**config.mk**
```make
export PLATFORM = sky130hd
export DESIGN_NAME = ecl_link
export DESIGN_NICKNAME = d
export VERILOG_FILES = /design/src/core/ecl_pkg.sv /design/src/core/ecl_tx.sv /design/src/core/ecl_rx.sv /design/src/core/ecl_link.sv
export SDC_FILE = /design/constraint.sdc
export NUM_CORES = 1
export LEC_CHECK = 0
export BUFFER_PORTS_ARGS = -buffer_cell sky130_fd_sc_hd__buf_2
export CAP_MARGIN = 20
export CORE_MARGIN = 2
export CORE_UTILIZATION = 64
export DETAILED_ROUTE_END_ITERATION = 8
export GPL_TIMING_DRIVEN = 0
export PLACE_DENSITY = 0.92
export SLEW_MARGIN = 20
export SYNTH_ARGS = -nofsm -noshare
export SYNTH_HDL_FRONTEND = slang
export SYNTH_HIERARCHICAL = 1
export SYNTH_SLANG_ARGS = --single-unit
export TNS_END_PERCENT = 50
```
**constraint.sdc**
```tcl
create_clock -name clk -period 5.6 [get_ports clk]
set_clock_uncertainty 0.2 [all_clocks]
set_input_delay 1.68 -clock clk [delete_from_list [all_inputs] [get_ports clk]]
set_output_delay 1.68 -clock clk [all_outputs]
set_load 0.01 [all_outputs]
```
**src/core/ecl_pkg.sv**
```systemverilog
// Purpose: Shared constants and carriers for the engine command/status link.
// Assumes: 200 MHz system clock, 9600 bit/s serial link.
// Notes:   All timing counts derive from the clock rate and the bit rate.
package ecl_pkg;
	localparam int unsigned CLK_HZ      = 200_000_000;
	localparam int unsigned BAUD_BPS    = 9600;
	localparam int unsigned BIT_CYCLES  = CLK_HZ / BAUD_BPS;
	localparam int unsigned HALF_CYCLES = BIT_CYCLES / 2;
	localparam int unsigned CNT_W       = 15;
	localparam int unsigned DATA_W      = 8;
	localparam int unsigned FRAME_BITS  = 11;
	localparam logic [7:0]  INIT_CMD    = 8'h00; // Default init command code, overridable at the top
	localparam logic        LINE_IDLE   = 1'b1;

	// One received status frame with its check result
	typedef struct packed {
		logic [7:0] data;
		logic       parityErr;
		logic       stopErr;
	} ecl_rx_t;

	// Sideband levels received from the engine
	typedef struct packed {
		logic engineReady;
		logic keyChange;
		logic vsync;
		logic hsync;
	} ecl_side_t;
endpackage

```
**src/core/ecl_tx.sv**
```systemverilog
// Purpose: Serial frame sender for the command line.
// Assumes: Bit period given in clock cycles.
// Notes:   Start, 8 data LSB first, odd parity, stop.
`timescale 1ns/1ps
`default_nettype none
module ecl_tx import ecl_pkg::*; #(
	parameter int unsigned BIT_CYC = BIT_CYCLES
) (
	input  wire logic       clk,
	input  wire logic       rst,
	input  wire logic       startTx,
	input  wire logic [7:0] txData,
	output logic            txLine,
	output logic            txBusy
);
	logic [10:0]      shift_reg;
	logic [3:0]       bitCnt_reg;
	logic [CNT_W-1:0] cyc_reg;
	logic             busy_reg;
	wire              bitEnd = (cyc_reg == CNT_W'(BIT_CYC - 1));
	wire              oddPar = ~^txData;

	// Frame shifter; the line idles high between frames
	always_ff @(posedge clk) begin
		if (rst) begin
			shift_reg  <= '1;
			bitCnt_reg <= 4'h0;
			cyc_reg    <= '0;
			busy_reg   <= 1'b0;
		end else if (!busy_reg) begin
			cyc_reg <= '0;
			if (startTx) begin
				shift_reg  <= {1'b1, oddPar, txData, 1'b0};
				bitCnt_reg <= 4'h0;
				busy_reg   <= 1'b1;
			end
		end else if (bitEnd) begin
			cyc_reg    <= '0;
			shift_reg  <= {1'b1, shift_reg[10:1]};
			bitCnt_reg <= bitCnt_reg + 4'h1;
			if (bitCnt_reg == 4'(FRAME_BITS - 1))
				busy_reg <= 1'b0;
		end else begin
			cyc_reg <= cyc_reg + CNT_W'(1);
		end
	end

	assign txLine = busy_reg ? shift_reg[0] : LINE_IDLE;
	assign txBusy = busy_reg;

	property p_txStart;
		@(posedge clk) disable iff (rst) (startTx && !busy_reg) |=> (txLine == 1'b0) && busy_reg;
	endproperty
	a_txStart: assert property (p_txStart) else $error("start bit not driven low");

	property p_txParity;
		@(posedge clk) disable iff (rst) (startTx && !busy_reg) |=> ^shift_reg[9:1];
	endproperty
	a_txParity: assert property (p_txParity) else $error("parity not odd");
endmodule // ecl_tx
`default_nettype wire

```
**src/core/ecl_rx.sv**
```systemverilog
// Purpose: Serial frame receiver for the status line.
// Assumes: Line already synchronous to clk, idles high.
// Notes:   Samples at bit centres; flags parity and stop errors.
`timescale 1ns/1ps
`default_nettype none
module ecl_rx import ecl_pkg::*; #(
	parameter int unsigned BIT_CYC = BIT_CYCLES
) (
	input  wire logic    clk,
	input  wire logic    rst,
	input  wire logic    rxLine,
	output ecl_rx_t      rxFrame,
	output logic         rxValid
);
	logic [9:0]       shift_reg;
	logic [3:0]       bitCnt_reg;
	logic [CNT_W-1:0] cyc_reg;
	logic             busy_reg;
	logic             valid_reg;
	ecl_rx_t          frame_reg;
	wire  [CNT_W-1:0] target = busy_reg && bitCnt_reg == 4'h0 ? CNT_W'(BIT_CYC / 2 - 1) : CNT_W'(BIT_CYC - 1);
	wire              sampleNow = busy_reg && (cyc_reg == target);
	wire              lastBit = (bitCnt_reg == 4'(FRAME_BITS - 1));

	// Start detect, then centre sampling of each bit
	always_ff @(posedge clk) begin
		if (rst) begin
			shift_reg  <= '0;
			bitCnt_reg <= 4'h0;
			cyc_reg    <= '0;
			busy_reg   <= 1'b0;
			valid_reg  <= 1'b0;
			frame_reg  <= '0;
		end else begin
			valid_reg <= 1'b0;
			if (!busy_reg) begin
				cyc_reg    <= '0;
				bitCnt_reg <= 4'h0;
				busy_reg   <= (rxLine == 1'b0);
			end else if (sampleNow) begin
				cyc_reg    <= '0;
				bitCnt_reg <= bitCnt_reg + 4'h1;
				shift_reg  <= {rxLine, shift_reg[9:1]};
				// A start bit gone high at its centre was a glitch
				if (bitCnt_reg == 4'h0 && rxLine)
					busy_reg <= 1'b0;
				if (lastBit) begin
					busy_reg            <= 1'b0;
					valid_reg           <= 1'b1;
					// Start bit is the oldest sample in bit 0, parity the newest in bit 9
					frame_reg.data      <= shift_reg[8:1];
					frame_reg.parityErr <= ~^shift_reg[9:1];
					frame_reg.stopErr   <= ~rxLine;
				end
			end else begin
				cyc_reg <= cyc_reg + CNT_W'(1);
			end
		end
	end

	assign rxFrame = frame_reg;
	assign rxValid = valid_reg;

	property p_rxCheck;
		@(posedge clk) disable iff (rst) rxValid |-> (rxFrame.parityErr == ~^{rxFrame.data, $past(shift_reg[9])});
	endproperty
	a_rxCheck: assert property (p_rxCheck) else $error("parity flag wrong");
endmodule // ecl_rx
`default_nettype wire

```
**src/core/ecl_link.sv**
```systemverilog
// Purpose: Controller end of the engine command/status link with sideband.
// Assumes: All engine pins synchronous to clk; active-high levels here.
// Notes:   One command in flight; the next waits for the status answer.
//
// Functional notes
// - Print request asserted while page wanted; code also needs engine ready and link up
// - Vertical sync aligns page image start
// - Video bits sent per horizontal sync line
// - Commands leave only on command line
// - Half duplex: one frame in flight
// - Both directions run at 9600 bit/s
// - Start, 8 data LSB first, parity, stop
// - Parity odd over data plus parity
// - Command then status handshake order kept
// - Initialization command sent first after reset
`timescale 1ns/1ps
`default_nettype none
module ecl_link import ecl_pkg::*; #(
	parameter int unsigned BIT_CYC   = BIT_CYCLES,
	parameter logic [7:0]  INIT_CODE = INIT_CMD,
	parameter int unsigned LINE_PIX  = 16
) (
	input  wire logic       clk,
	input  wire logic       rst,
	// Controller side
	input  wire logic       cmdValid,
	input  wire logic [7:0] cmdData,
	output logic            cmdReady,
	output logic [7:0]      statusData,
	output logic            statusValid,
	output logic            statusErr,
	output logic            linkUp,
	input  wire logic       pageWanted,
	input  wire logic [LINE_PIX-1:0] lineBits,
	output logic            lineTake,
	output logic            pageStart,
	output ecl_side_t       sideState,
	// Engine side
	input  wire logic       engineReadyInd,
	input  wire logic       keyStatus,
	input  wire logic       vsyncIn,
	input  wire logic       hsyncIn,
	input  wire logic       statusLine,
	output logic            commandLine,
	output logic            printRequest,
	output logic            videoOut
);
	typedef enum logic [3:0] {
		ST_INIT = 4'b0001,
		ST_SEND = 4'b0010,
		ST_WAIT = 4'b0100,
		ST_IDLE = 4'b1000
	} ecl_state_t;

	ecl_state_t                  state_reg;
	ecl_state_t                  state_next;
	logic                        linkUp_reg;
	logic [7:0]                  txByte_reg;
	logic [7:0]                  stData_reg;
	logic                        stValid_reg;
	logic                        stErr_reg;
	logic                        vsPrev_reg;
	logic                        hsPrev_reg;
	logic                        inPage_reg;
	logic [LINE_PIX-1:0]         vid_reg;
	logic [$clog2(LINE_PIX+1)-1:0] pix_reg;
	logic [CNT_W-1:0]            pixCyc_reg;
	logic                        txBusy;
	logic                        rxValid;
	ecl_rx_t                     rxFrame;

	// Sender and receiver share the same bit timing
	ecl_tx #(.BIT_CYC(BIT_CYC)) u_tx (
		.clk    (clk),
		.rst    (rst),
		.startTx(state_reg == ST_SEND && !txBusy),
		.txData (txByte_reg),
		.txLine (commandLine),
		.txBusy (txBusy)
	);

	ecl_rx #(.BIT_CYC(BIT_CYC)) u_rx (
		.clk    (clk),
		.rst    (rst),
		.rxLine (statusLine),
		.rxFrame(rxFrame),
		.rxValid(rxValid)
	);

	// Handshake, sync edge and video step decode
	wire startSent  = (state_reg == ST_SEND) && !txBusy;
	wire answerSeen = (state_reg == ST_WAIT) && rxValid;
	wire takeCmd    = (state_reg == ST_IDLE) && cmdValid;
	wire vsRise     = vsyncIn && !vsPrev_reg;
	wire hsRise     = hsyncIn && !hsPrev_reg;
	wire pixStep    = (pix_reg != '0) && (pixCyc_reg == CNT_W'(BIT_CYC - 1));

	// Exchange sequencing: init first, then one command per status answer
	always_comb begin
		state_next = state_reg;
		case (state_reg)
			ST_INIT: state_next = ST_SEND;
			ST_SEND: begin
				if (startSent)
					state_next = ST_WAIT;
			end
			ST_WAIT: begin
				// Status frame only accepted after our command
				if (answerSeen && !txBusy)
					state_next = ST_IDLE;
			end
			ST_IDLE: begin
				if (takeCmd)
					state_next = ST_SEND;
			end
			default: state_next = ST_INIT;
		endcase
	end

	// State register; any reset restarts with the init exchange
	always_ff @(posedge clk) begin
		if (rst)
			state_reg <= ST_INIT;
		else
			state_reg <= state_next;
	end

	// Command byte, link state and status capture
	always_ff @(posedge clk) begin
		if (rst) begin
			txByte_reg  <= 8'h00;
			linkUp_reg  <= 1'b0;
			stData_reg  <= 8'h00;
			stValid_reg <= 1'b0;
			stErr_reg   <= 1'b0;
		end else begin
			stValid_reg <= 1'b0;
			if (state_reg == ST_INIT)
				txByte_reg <= INIT_CODE;
			else if (takeCmd)
				txByte_reg <= cmdData;
			if (answerSeen) begin
				linkUp_reg  <= 1'b1;
				stData_reg  <= rxFrame.data;
				stValid_reg <= 1'b1;
				stErr_reg   <= rxFrame.parityErr | rxFrame.stopErr;
			end
		end
	end

	// Sideband: sync edges and video line shifter
	always_ff @(posedge clk) begin
		if (rst) begin
			vsPrev_reg <= 1'b0;
			hsPrev_reg <= 1'b0;
			inPage_reg <= 1'b0;
			vid_reg    <= '0;
			pix_reg    <= '0;
			pixCyc_reg <= '0;
		end else begin
			vsPrev_reg <= vsyncIn;
			hsPrev_reg <= hsyncIn;
			if (vsRise)
				inPage_reg <= 1'b1;
			else if (!pageWanted)
				inPage_reg <= 1'b0;
			if (hsRise && inPage_reg) begin
				vid_reg    <= lineBits;
				pix_reg    <= ($clog2(LINE_PIX+1))'(LINE_PIX);
				pixCyc_reg <= '0;
			end else if (pixStep) begin
				vid_reg    <= vid_reg >> 1;
				pix_reg    <= pix_reg - 1'b1;
				pixCyc_reg <= '0;
			end else if (pix_reg != '0) begin
				pixCyc_reg <= pixCyc_reg + CNT_W'(1);
			end
		end
	end

	// Outputs; video is idle low outside a line
	assign cmdReady     = (state_reg == ST_IDLE);
	assign statusData   = stData_reg;
	assign statusValid  = stValid_reg;
	assign statusErr    = stErr_reg;
	assign linkUp       = linkUp_reg;
	assign printRequest = pageWanted && engineReadyInd && linkUp_reg;
	assign lineTake     = hsRise && inPage_reg;
	assign pageStart    = vsRise && pageWanted;
	assign videoOut     = (pix_reg != '0) ? vid_reg[0] : 1'b0;
	assign sideState    = '{engineReady: engineReadyInd, keyChange: keyStatus, vsync: vsyncIn, hsync: hsyncIn};

	property p_initFirst;
		@(posedge clk) disable iff (rst) $rose(txBusy) && !linkUp_reg |-> (txByte_reg == INIT_CODE);
	endproperty
	a_initFirst: assert property (p_initFirst) else $error("first command not init");

	property p_oneInFlight;
		@(posedge clk) disable iff (rst) cmdValid && !cmdReady && (state_reg != ST_INIT) |=> $stable(txByte_reg);
	endproperty
	a_oneInFlight: assert property (p_oneInFlight) else $error("command taken before answer");

	property p_printGate;
		@(posedge clk) disable iff (rst) printRequest |-> engineReadyInd && linkUp_reg;
	endproperty
	a_printGate: assert property (p_printGate) else $error("print request without ready");

	property p_printReq;
		@(posedge clk) disable iff (rst) (pageWanted && engineReadyInd && linkUp_reg) |-> printRequest;
	endproperty
	a_printReq: assert property (p_printReq) else $error("print request missing");

	property p_lineLoad;
		@(posedge clk) disable iff (rst) lineTake |=> (pix_reg == ($clog2(LINE_PIX+1))'(LINE_PIX));
	endproperty
	a_lineLoad: assert property (p_lineLoad) else $error("line not loaded at hsync");

	property p_pageMark;
		@(posedge clk) disable iff (rst) (vsRise) |=> inPage_reg;
	endproperty
	a_pageMark: assert property (p_pageMark) else $error("vsync did not open page");

	property p_cmdIdle;
		@(posedge clk) disable iff (rst) !txBusy && !$past(txBusy) |-> commandLine;
	endproperty
	a_cmdIdle: assert property (p_cmdIdle) else $error("command line not idle");

	// Exchange order: a frame leaves only from the send state, one at a time
	property p_txFromSend;
		@(posedge clk) disable iff (rst) $rose(txBusy) |-> ($past(state_reg) == ST_SEND);
	endproperty
	a_txFromSend: assert property (p_txFromSend) else $error("frame started outside send state");

	property p_sendStarts;
		@(posedge clk) disable iff (rst) (state_reg == ST_SEND) && !txBusy |=> txBusy && (state_reg == ST_WAIT);
	endproperty
	a_sendStarts: assert property (p_sendStarts) else $error("send state started no frame");

	property p_takeLoads;
		@(posedge clk) disable iff (rst) takeCmd |=> (txByte_reg == $past(cmdData)) && (state_reg == ST_SEND);
	endproperty
	a_takeLoads: assert property (p_takeLoads) else $error("accepted command not loaded");

	property p_initLoads;
		@(posedge clk) disable iff (rst) (state_reg == ST_INIT) |=> (state_reg == ST_SEND) && (txByte_reg == INIT_CODE);
	endproperty
	a_initLoads: assert property (p_initLoads) else $error("init code not loaded first");

	property p_readyNeedsLink;
		@(posedge clk) disable iff (rst) cmdReady |-> linkUp_reg;
	endproperty
	a_readyNeedsLink: assert property (p_readyNeedsLink) else $error("command taken before link up");

	property p_readyWithStatus;
		@(posedge clk) disable iff (rst) $rose(cmdReady) |-> statusValid;
	endproperty
	a_readyWithStatus: assert property (p_readyWithStatus) else $error("ready without status answer");

	property p_statusPulse;
		@(posedge clk) disable iff (rst) statusValid |=> !statusValid;
	endproperty
	a_statusPulse: assert property (p_statusPulse) else $error("status valid longer than one cycle");

	// Status capture: data and error flag stand until the next answer
	property p_statusData;
		@(posedge clk) disable iff (rst) answerSeen |=> (statusData == $past(rxFrame.data));
	endproperty
	a_statusData: assert property (p_statusData) else $error("status byte not captured");

	property p_statusErr;
		@(posedge clk) disable iff (rst) answerSeen |=> (statusErr == $past(rxFrame.parityErr | rxFrame.stopErr));
	endproperty
	a_statusErr: assert property (p_statusErr) else $error("status error flag not captured");

	property p_statusHold;
		@(posedge clk) disable iff (rst) !answerSeen |=> $stable(statusData) && $stable(statusErr);
	endproperty
	a_statusHold: assert property (p_statusHold) else $error("status changed without answer");

	// Video: shifts only on its bit timer and stays idle between lines
	property p_lineShift;
		@(posedge clk) disable iff (rst) pixStep && !lineTake |=> (vid_reg == ($past(vid_reg) >> 1));
	endproperty
	a_lineShift: assert property (p_lineShift) else $error("video bit not advanced");

	property p_lineEnd;
		@(posedge clk) disable iff (rst) (pix_reg == '0) && !lineTake |=> (pix_reg == '0);
	endproperty
	a_lineEnd: assert property (p_lineEnd) else $error("video restarted without line sync");

	property p_lineGate;
		@(posedge clk) disable iff (rst) lineTake |-> inPage_reg && $rose(hsyncIn);
	endproperty
	a_lineGate: assert property (p_lineGate) else $error("line taken outside page or sync edge");

	property p_pageClose;
		@(posedge clk) disable iff (rst) !pageWanted && !vsRise |=> !inPage_reg;
	endproperty
	a_pageClose: assert property (p_pageClose) else $error("page kept open without request");
endmodule // ecl_link
`default_nettype wire

```
==> results of run 1 <==
path summary, 6_finish.rpt:
check	cells past startpoint	startpoint	endpoint
setup / recovery	7	pix_reg[0]	videoOut
hold / removal	2	inPage_reg	inPage_reg
setup reg to reg	9	u_rx/bitCnt_reg[0]	u_rx/cyc_reg[13]
hold reg to reg	2	inPage_reg	inPage_reg
placed cells by master, fill, tap and decap left out, types with 4 or more instances in the layout:
cell	synthesis	routed
dfxtp_1	132	132
nor2_1	80	80
buf_2	8	60
nand3_1	51	51
nand2_1	31	31
a21oi_1	30	30
mux2i_1	26	26
xor2_1	26	26
o21ai_0	25	25
inv_1	21	21
clkbuf_1	18	20
xnor2_1	20	20
nand4_1	17	17
nor3_1	17	17
clkbuf_16	0	16
a311oi_1	15	15
nor2b_1	14	14
ha_1	11	11
or3_1	10	10
a221oi_1	9	9
nor2_4	8	8
o21bai_1	8	8
nand2b_1	7	7
buf_4	7	7
and2_1	6	6
clkbuf_8	0	5
nor4_1	4	4
and3_1	4	4
buf_6	4	4
o31ai_1	4	4
and4_1	4	4
or4_1	4	4
nor2_2	4	4
cell families (layout without fill, tap and decap cells):
kind of cell	count (synthesis)	count (layout)	synth area share
xor+xnor	46	46	0.0649
flops	132	132	0.426
mux	27	27	0.0438
simple gates	288	288	0.265
compound gates	113	113	0.125
fa+ha+maj	11	11	0.0222
buf+inv	62	145	0.0528
metal layers:
| layer | track usage | up-vias |
|---|---|---|
| met5 | 0 | - |
| met4 | 0.147 | 0 |
| met3 | 0.0684 | 45 |
| met2 | 0.488 | 234 |
| met1 | 0.338 | 2537 |
| li1 | - | 2554 |
critical path, cell delays in order, from the launching register on:
cell     delay, ps
dfxtp_1        320
inv_1          100
ha_1           200
or4b_1         510
buf_2          230
buf_6          160
and2_1         160
buf_2          140
through the flow:
step           cell area, sq um   util  setup slack, ps
6_report                   7180  0.770             1380
5_1_grt                    7180  0.770             1290
4_1_cts                    7180  0.770             1370
3_5_place_dp               6630  0.710             1410
3_3_place_gp               6630  0.710             1430
2_1_floorplan              6200      -             1760
power groups by stage:
stage	combinational [mW]	sequential, mW	clock (mW)
after floorplan	0.0839	0.991	0
after global placement	0.113	0.994	0
after detailed placement	0.120	0.995	0
after CTS	0.122	0.976	1.04
after global routing	0.135	0.979	1.08
final	0.124	0.977	1.03
area by class of cell:
class / instances / area share
inverter: 21 / 0.0110
buffer: 41 / 0.0347
tap: 129 / 0.0225
sequential: 132 / 0.368
clock inverter: 8 / 0.0106
multi-input combinational: 485 / 0.451
timing repair buffer: 52 / 0.0362
clock buffer: 23 / 0.0664
==> flow_metrics.tcl, run 1 <==
set metrics [dict create \
    status "complete, no violations" \
    hold_ws_ps 260 \
    p_int_mw 1.64 \
    syn_avg_cell_area_sq_um 9.14 \
    cts_tree "done" \
    dr.pass1.iters 6 \
    largest_register_ffs 16 \
    port_buffers 52 \
    cts_max_level 4 \
    antenna_cells 0 \
    p_sw_frac 0.230 \
    drc 0 \
    rows 35 \
    max_freq_mhz 237 \
    ctsHoldBuffers 0 \
    tightest_slew_ps 640 \
    drv_cap 0 \
    top_layer "met4" \
    ir_drop_v 0.000256 \
    wire_per_inst_um 16.3 \
    endpoint_kind "output port" \
    synthDominantCellAreaShare 0.426 \
    ant_nets 0 \
    synth_top_cell_by_area "dfxtp_1" \
    die-area_sq_mm 0.0105 \
    dp.cells 860 \
    post-cts-setup-buffers 0 \
    wl_met3_um 898 \
    grt_pass1_wl_mm 23.7 \
    place_congestion 0.884 \
    clk_pin_slew_ps 60 \
    grt_pass1_vias 5194 \
    critPathLaunchType "flop" \
    ctsLongestPathBuffers 2 \
    cp.required_ps 3720 \
    clock_sinks 132 \
    hold_viol 0 \
    overflow 0 \
    nets 794 \
    synth-warning-count 6 \
    arrival_ps 2340 \
    rsz0062_at_grt "false" \
    cts-resized-gates 0 \
    seqCellArea_sq_mm 0.00264 \
    path_class "flop to output port" \
    grt_max_degree 17 \
    drt-total-wl_mm 14.5 \
    num_io_pins 54 \
    multiInputGateArea_sq_mm 0.00323 \
    synth_nets 723 \
    drtIter0Drc 289 \
    synth.distinct_cells 67 \
    netlist_area_sq_mm 0.00620 \
    p_leak_nw 2.64 \
    wl_met1_mm 6.00 \
    fin_tns_setup_ps 0 \
    core_area_sq_mm 0.00933 \
    slew_violations 0 \
    synth.area.top_cells "dfxtp_1 (43%), nor2_1 (4.8%), mux2i_1 (4.2%), nand3_1 (4.1%), xor2_1 (3.7%)" \
    seqPwrFrac 0.459 \
    dp_hpwl_mm 9.56 \
    async_reset_ff_frac 0 \
    antenna_found_initial 0 \
    ff2ff_setup_slack_ps 2610 \
    die_y_um 102 \
    area_delta_synth_final_pct 15.7 \
    power_density_mw_per_mm2 297 \
    die_x_um 102 \
    power_frac_clock 0.483 \
    synth-edff-count 0 \
    cts-root-buf "clkbuf_8" \
    total_power_mw 2.13 \
    p_switching_uw 490 \
    post-route-period-util 0.754 \
    worst-path-max-fanout 10 \
    final_layout_size_suffix_gt1_frac 0.177 \
    via_count 5370 \
    dr_wl_met2_mm 7.22 \
    fillCellCount 607 \
    clk_latency_ps 530 \
    hp-class "flop to flop" \
    pwr-share-comb 0.058 \
    initial_core_util 0.665 \
    synth_ff_type "dfxtp_1" \
    synth-seq-cells 132 \
    finalSetupViolCount 0 \
    syn_inst 679 \
    ys_seq_area_frac 0.426 \
    viasPerCell 6.03 \
    maxSlewHeadroom 0.569 \
    period_minus_slack_ps 4220 \
    grt.total_usage 0.287 \
    fin_cells 891 \
    numCtsBuffers 17 \
    synth_most_common_cell "dfxtp_1" \
    synth_common_cells "dfxtp_1 (132), nor2_1 (80), nand3_1 (51)" \
]
Power figures use the tool's default switching activity.
==> inputs of run 2 (changes only) <==
Settings changed: ABC_AREA set to 1, CORE_UTILIZATION 64 to 60, PLACE_DENSITY 0.92 to 0.87.
Clock period 5.6 ns to 4.1 ns, I/O delays scaled along.
==> flow_metrics.tcl, run 2 <==
set metrics [dict create \
    synth_top_cell_by_area "dfxtp_1" \
    die_x_um 111 \
    ctsLongestPathBuffers 2 \
    cp.required_ps 2670 \
    ctsHoldBuffers 0 \
    drc 0 \
    post-route-period-util 0.816 \
    seqPwrFrac 0.436 \
    drv_cap 0 \
    reg2reg_from "u_rx/bitCnt_reg[0]" \
    cpMostUsedCell "buf_2" \
    antenna_found_initial 0 \
    hold_viol 0 \
    p_int_mw 2.33 \
    power_frac_clock 0.479 \
    drtIter0Drc 413 \
    cts_tree "done" \
    initial_core_util 0.621 \
    cts-resized-gates 0 \
    synth_ff_type "dfxtp_1" \
    die-area_sq_mm 0.0122 \
    cpMaxStageDelayCell "inv_2" \
    cpPeakStageDelay_ps 220 \
    slew_violations 0 \
    dr.pass1.iters 5 \
    overflow 0 \
    rsz0062_at_grt "false" \
    grt_max_degree 17 \
    clk_pin_slew_ps 50 \
    layout_commonest_cell "nand2_1" \
    status "complete, no violations" \
    worst-path-max-fanout 9 \
    cts_max_level 4 \
    area_delta_synth_final_pct 14.8 \
    cts-root-buf "clkbuf_16" \
    p_leak_nw 3.62 \
    critPathLaunchType "primary input" \
    path_cells "buf_2 > nand3_2 > inv_2 > buf_2" \
    period_minus_slack_ps 3350 \
    tightest_slew_ps 496 \
    final_layout_size_suffix_gt1_frac 0.167 \
    synth-edff-count 0 \
    port_buffers 52 \
    min-delay-start "statusData[4]" \
    async_reset_ff_frac 0 \
    via_count 6282 \
    viasPerCell 5.20 \
    total_power_mw 3.10 \
    num_io_pins 54 \
    post-cts-setup-buffers 0 \
    fillCellCount 841 \
    pwr-share-comb 0.086 \
    rows 38 \
    synth.distinct_cells 37 \
    largest_register_ffs 16 \
    drt-total-wl_mm 14.9 \
    synthDominantCellAreaShare 0.387 \
    grt_pass1_wl_mm 25.3 \
    p_sw_frac 0.251 \
    wire_per_inst_um 12.3 \
    final_cell_mix "nand2_1 (280), dfxtp_1 (132), nor2_1 (131), inv_1 (109), nand3_1 (63)" \
    p_switching_uw 778 \
    max_freq_mhz 299 \
    hp-class "flop to flop" \
    synth_most_common_cell "nand2_1" \
    arrival_ps 1920 \
    finalSetupViolCount 0 \
    ir_drop_v 0.000397 \
    fin_tns_setup_ps 0 \
    grt_pass1_vias 5870 \
    numCtsBuffers 17 \
    synth_common_cells "nand2_1 (280), dfxtp_1 (132), nor2_1 (131)" \
    place_congestion 0.860 \
    ys_seq_area_frac 0.387 \
    synth_nets 1028 \
    netlist_area_sq_mm 0.00683 \
    ant_nets 0 \
    core_area_sq_mm 0.0110 \
    power_density_mw_per_mm2 396 \
    post-route-util 0.714 \
    dp_hpwl_mm 10.3 \
    antenna_cells 0 \
    endpoint_kind "output port" \
    die_y_um 111 \
    synth-seq-cells 132 \
    syn_inst 984 \
    path_class "primary input to output port" \
    grt.total_usage 0.248 \
    synth.area.top_cells "dfxtp_1 (39%), nand2_1 (15%), nor2_1 (7.2%), inv_1 (6.0%), nand3_1 (4.6%)" \
    syn_avg_cell_area_sq_um 6.94 \
    clock_sinks 132 \
    worstSetupStartpoint "hsyncIn" \
    maxSlewHeadroom 0.669 \
    clk_latency_ps 420 \
    synth-warning-count 6 \
    nets 1099 \
]
==> run 2: path summary, 6_finish.rpt <==
check / endpoint / slack, ps / depth (start not counted)
worst max-delay path: lineTake / 750 / 4
worst min register to register: statusData[4] / 240 / 2
worst max register to register: u_rx/cyc_reg[14] / 2170 / 11
worst min-delay path: statusData[4] / 240 / 2
==> run 2: per-stage QoR <==
step | setup WS, ps | cell area (sq um) | std cells | hold slack [ps]
final | 754 | 7840 | 1208 | 239
after global placement | 796 | 7260 | 1176 | 232
after global routing | 639 | 7840 | 1208 | 266
after floorplan | 973 | 6830 | 984 | 219
after detailed placement | 786 | 7260 | 1176 | 236
after CTS | 778 | 7840 | 1208 | 245
==> run 2: layout make-up <==
type                    instances  area (sq um)  area share
plain buffers                  31           206      0.0263
clock buffers                  21           450      0.0575
clock inverters                11           128      0.0163
inverters                     122           458      0.0584
multi-input cells             699          3520       0.449
flip-flops and latches        132          2640       0.337
well taps                     140           175      0.0223
repair buffers                 52           260      0.0332
==> run 2: cell families after synthesis <==
| logic type | synth area share |
|---|---|
| buf+inv | 0.0973 |
| flops | 0.387 |
| simple gates | 0.393 |
| xor+xnor | 0.0321 |
| compound gates | 0.0706 |
| fa+ha+maj | 0.0202 |
==> run 2: power groups by stage <==
stage	registers [mW]	clock network [mW]	logic, mW
6_report	1.35	1.49	0.265
5_1_grt	1.36	1.57	0.299
4_1_cts	1.35	1.50	0.264
3_5_place_dp	1.38	0	0.261
3_3_place_gp	1.38	0	0.254
2_1_floorplan	1.37	0	0.190
==> run 2: per-layer routing <==
metal / vias up / wire length (um) / global-route usage
met5: - / 0 / 0
li1: 3231 / - / -
met2: 165 / 7370 / 0.434
met1: 2851 / 6440 / 0.294
met4: 0 / 294 / 0.0883
met3: 35 / 757 / 0.0629
==> run 2: critical path: cells and delay by family <==
kind,cells,cell delay [ps]
and+or+nand+nor,1,190
buffers and inverters,3,490
==> inputs of run 3 (changes only) <==
Settings changed: CORE_UTILIZATION 60 to 54, PLACE_DENSITY 0.87 to 0.83.
Clock period 4.1 ns to 2.8 ns, I/O delays scaled along.
==> flow_metrics.tcl, run 3 (synthesized netlist as in run 2, its figures left out) <==
set metrics [dict create \
    core_area_sq_mm 0.0125 \
    period_minus_slack_ps 2650 \
    cpMaxStageDelayCell "dfxtp_1" \
    die_x_um 116 \
    hp-class "flop to flop" \
    drtIter0Drc 326 \
    crit_cells 7 \
    clock_sinks 132 \
    die-area_sq_mm 0.0136 \
    path_cells "inv_1 > ha_2 > nand3_4 > buf_6 > nand2_1 > inv_1 > buf_2" \
    fin_tns_setup_ps 0 \
    hold_viol 0 \
    antenna_cells 0 \
    path_class "flop to output port" \
    antenna_found_initial 0 \
    final_cell_mix "nand2_1 (280), dfxtp_1 (132), nor2_1 (131), inv_1 (109), nand3_1 (63)" \
    cp.required_ps 1760 \
    dp_hpwl_mm 10.1 \
    ant_nets 0 \
    rsz0062_at_grt "false" \
    numCtsBuffers 17 \
    ctsLongestPathBuffers 2 \
    p_int_mw 3.22 \
    num_io_pins 54 \
    layout_commonest_cell "nand2_1" \
    power_frac_clock 0.463 \
    viasPerCell 5.00 \
    total_power_mw 4.41 \
    ir_drop_v 0.000522 \
    slew_violations 0 \
    drc 0 \
    finalSetupViolCount 0 \
    fillCellCount 1109 \
    place_congestion 0.863 \
    cts-root-buf "clkbuf_16" \
    seqPwrFrac 0.449 \
    cp_top_family "buffers and inverters" \
    p_sw_frac 0.270 \
    grt.total_usage 0.223 \
    power_density_mw_per_mm2 561 \
    dr.pass1.iters 5 \
    hold_path_depth 2 \
    cts_max_level 4 \
    grt_pass1_wl_mm 24.2 \
    worst-path-max-fanout 10 \
    nets 1100 \
    wire_per_inst_um 11.5 \
    max_freq_mhz 378 \
    port_buffers 52 \
    final_layout_size_suffix_gt1_frac 0.171 \
    maxSlewHeadroom 0.652 \
    largest_register_ffs 16 \
    clk_pin_slew_ps 60 \
    initial_core_util 0.548 \
    overflow 0 \
    via_count 6210 \
    grt_pass1_vias 5692 \
    cpMostUsedCell "inv_1" \
    critPathLaunchType "flop" \
    cts_tree "done" \
    p_leak_nw 3.62 \
    drt-total-wl_mm 14.3 \
    die_y_um 116 \
    post-route-period-util 0.945 \
    clk_latency_ps 420 \
    rr_worst_depth 11 \
    endpoint_kind "output port" \
    p_switching_mw 1.19 \
    cpPeakStageDelay_ps 310 \
    tightest_slew_ps 522 \
    crit_buf_inv 4 \
    rows 41 \
    arrival_ps 1610 \
    grt_max_degree 17 \
    pwr-share-comb 0.088 \
    status "complete, no violations" \
    drv_cap 0 \
    area_delta_synth_final_pct 15.2 \
]
-- run 3: cell types whose count changed in the layout (fill, tap and decap cells not counted), moves of 2 or more --
cell,change
bufinv_16,-2
inv_6,+4
clkbuf_1,-3
buf_4,+2
-- run 3: timing repair --
item,4_1_cts,5_1_grt
gates resized for setup,2,0
endpoints found under the setup margin,1,1
buffers inserted,0,2
pin swaps,0,1
hold buffers,0,0
-- run 3: layout make-up --
type / count / area, sq um / area share
Clock buffer: 17 / 425 / 0.0541
Timing Repair Buffer: 54 / 275 / 0.0350
Clock inverter: 15 / 119 / 0.0151
Buffer: 30 / 201 / 0.0256
Tap cell: 172 / 215 / 0.0274
Sequential cell: 132 / 2640 / 0.336
Inverter: 122 / 458 / 0.0582
Multi-Input combinational cell: 699 / 3530 / 0.449
-- run 3: layer usage --
layer / track usage / up-vias / routed length (um)
li1: - / 3223 / -
met1: 0.259 / 2857 / 6300
met2: 0.391 / 102 / 7200
met3: 0.0669 / 28 / 555
met4: 0.0786 / 0 / 238
met5: 0 / - / 0
-- run 3: power groups by stage --
stage | Sequential [mW] | Clock (mW) | Combinational (mW)
finish | 1.98 | 2.04 | 0.387
global route | 1.99 | 2.16 | 0.439
CTS | 1.98 | 2.08 | 0.387
detailed placement | 2.02 | 0 | 0.381
global placement | 2.02 | 0 | 0.373
floorplan | 2.01 | 0 | 0.277
-- run 3: worst register-to-register path, delay by kind of cell (launching register included) --
kind          cells  cell delay [ps]
simple gates      8              710
flops             1              370
buf+inv           2              300
fa+ha+maj         1              220
-- run 3: through the flow --
step	hold slack [ps]	util	area, sq um	worst slack, ps	instances
2_1_floorplan	219	-	6830	453	984
3_3_place_gp	231	0.586	7300	261	1208
3_5_place_dp	238	0.586	7300	250	1208
4_1_cts	250	0.630	7850	22.6	1239
5_1_grt	265	0.631	7870	55.9	1241
6_report	248	0.631	7870	154	1241
-- run 3: path summary, 6_finish.rpt --
path,from,to,slack [ps]
hold / removal,vid_reg[15],vid_reg[15],250
setup / recovery,pix_reg[0],videoOut,150
hold reg to reg,vid_reg[15],vid_reg[15],250
setup reg to reg,u_rx/bitCnt_reg[0],u_rx/cyc_reg[14],890
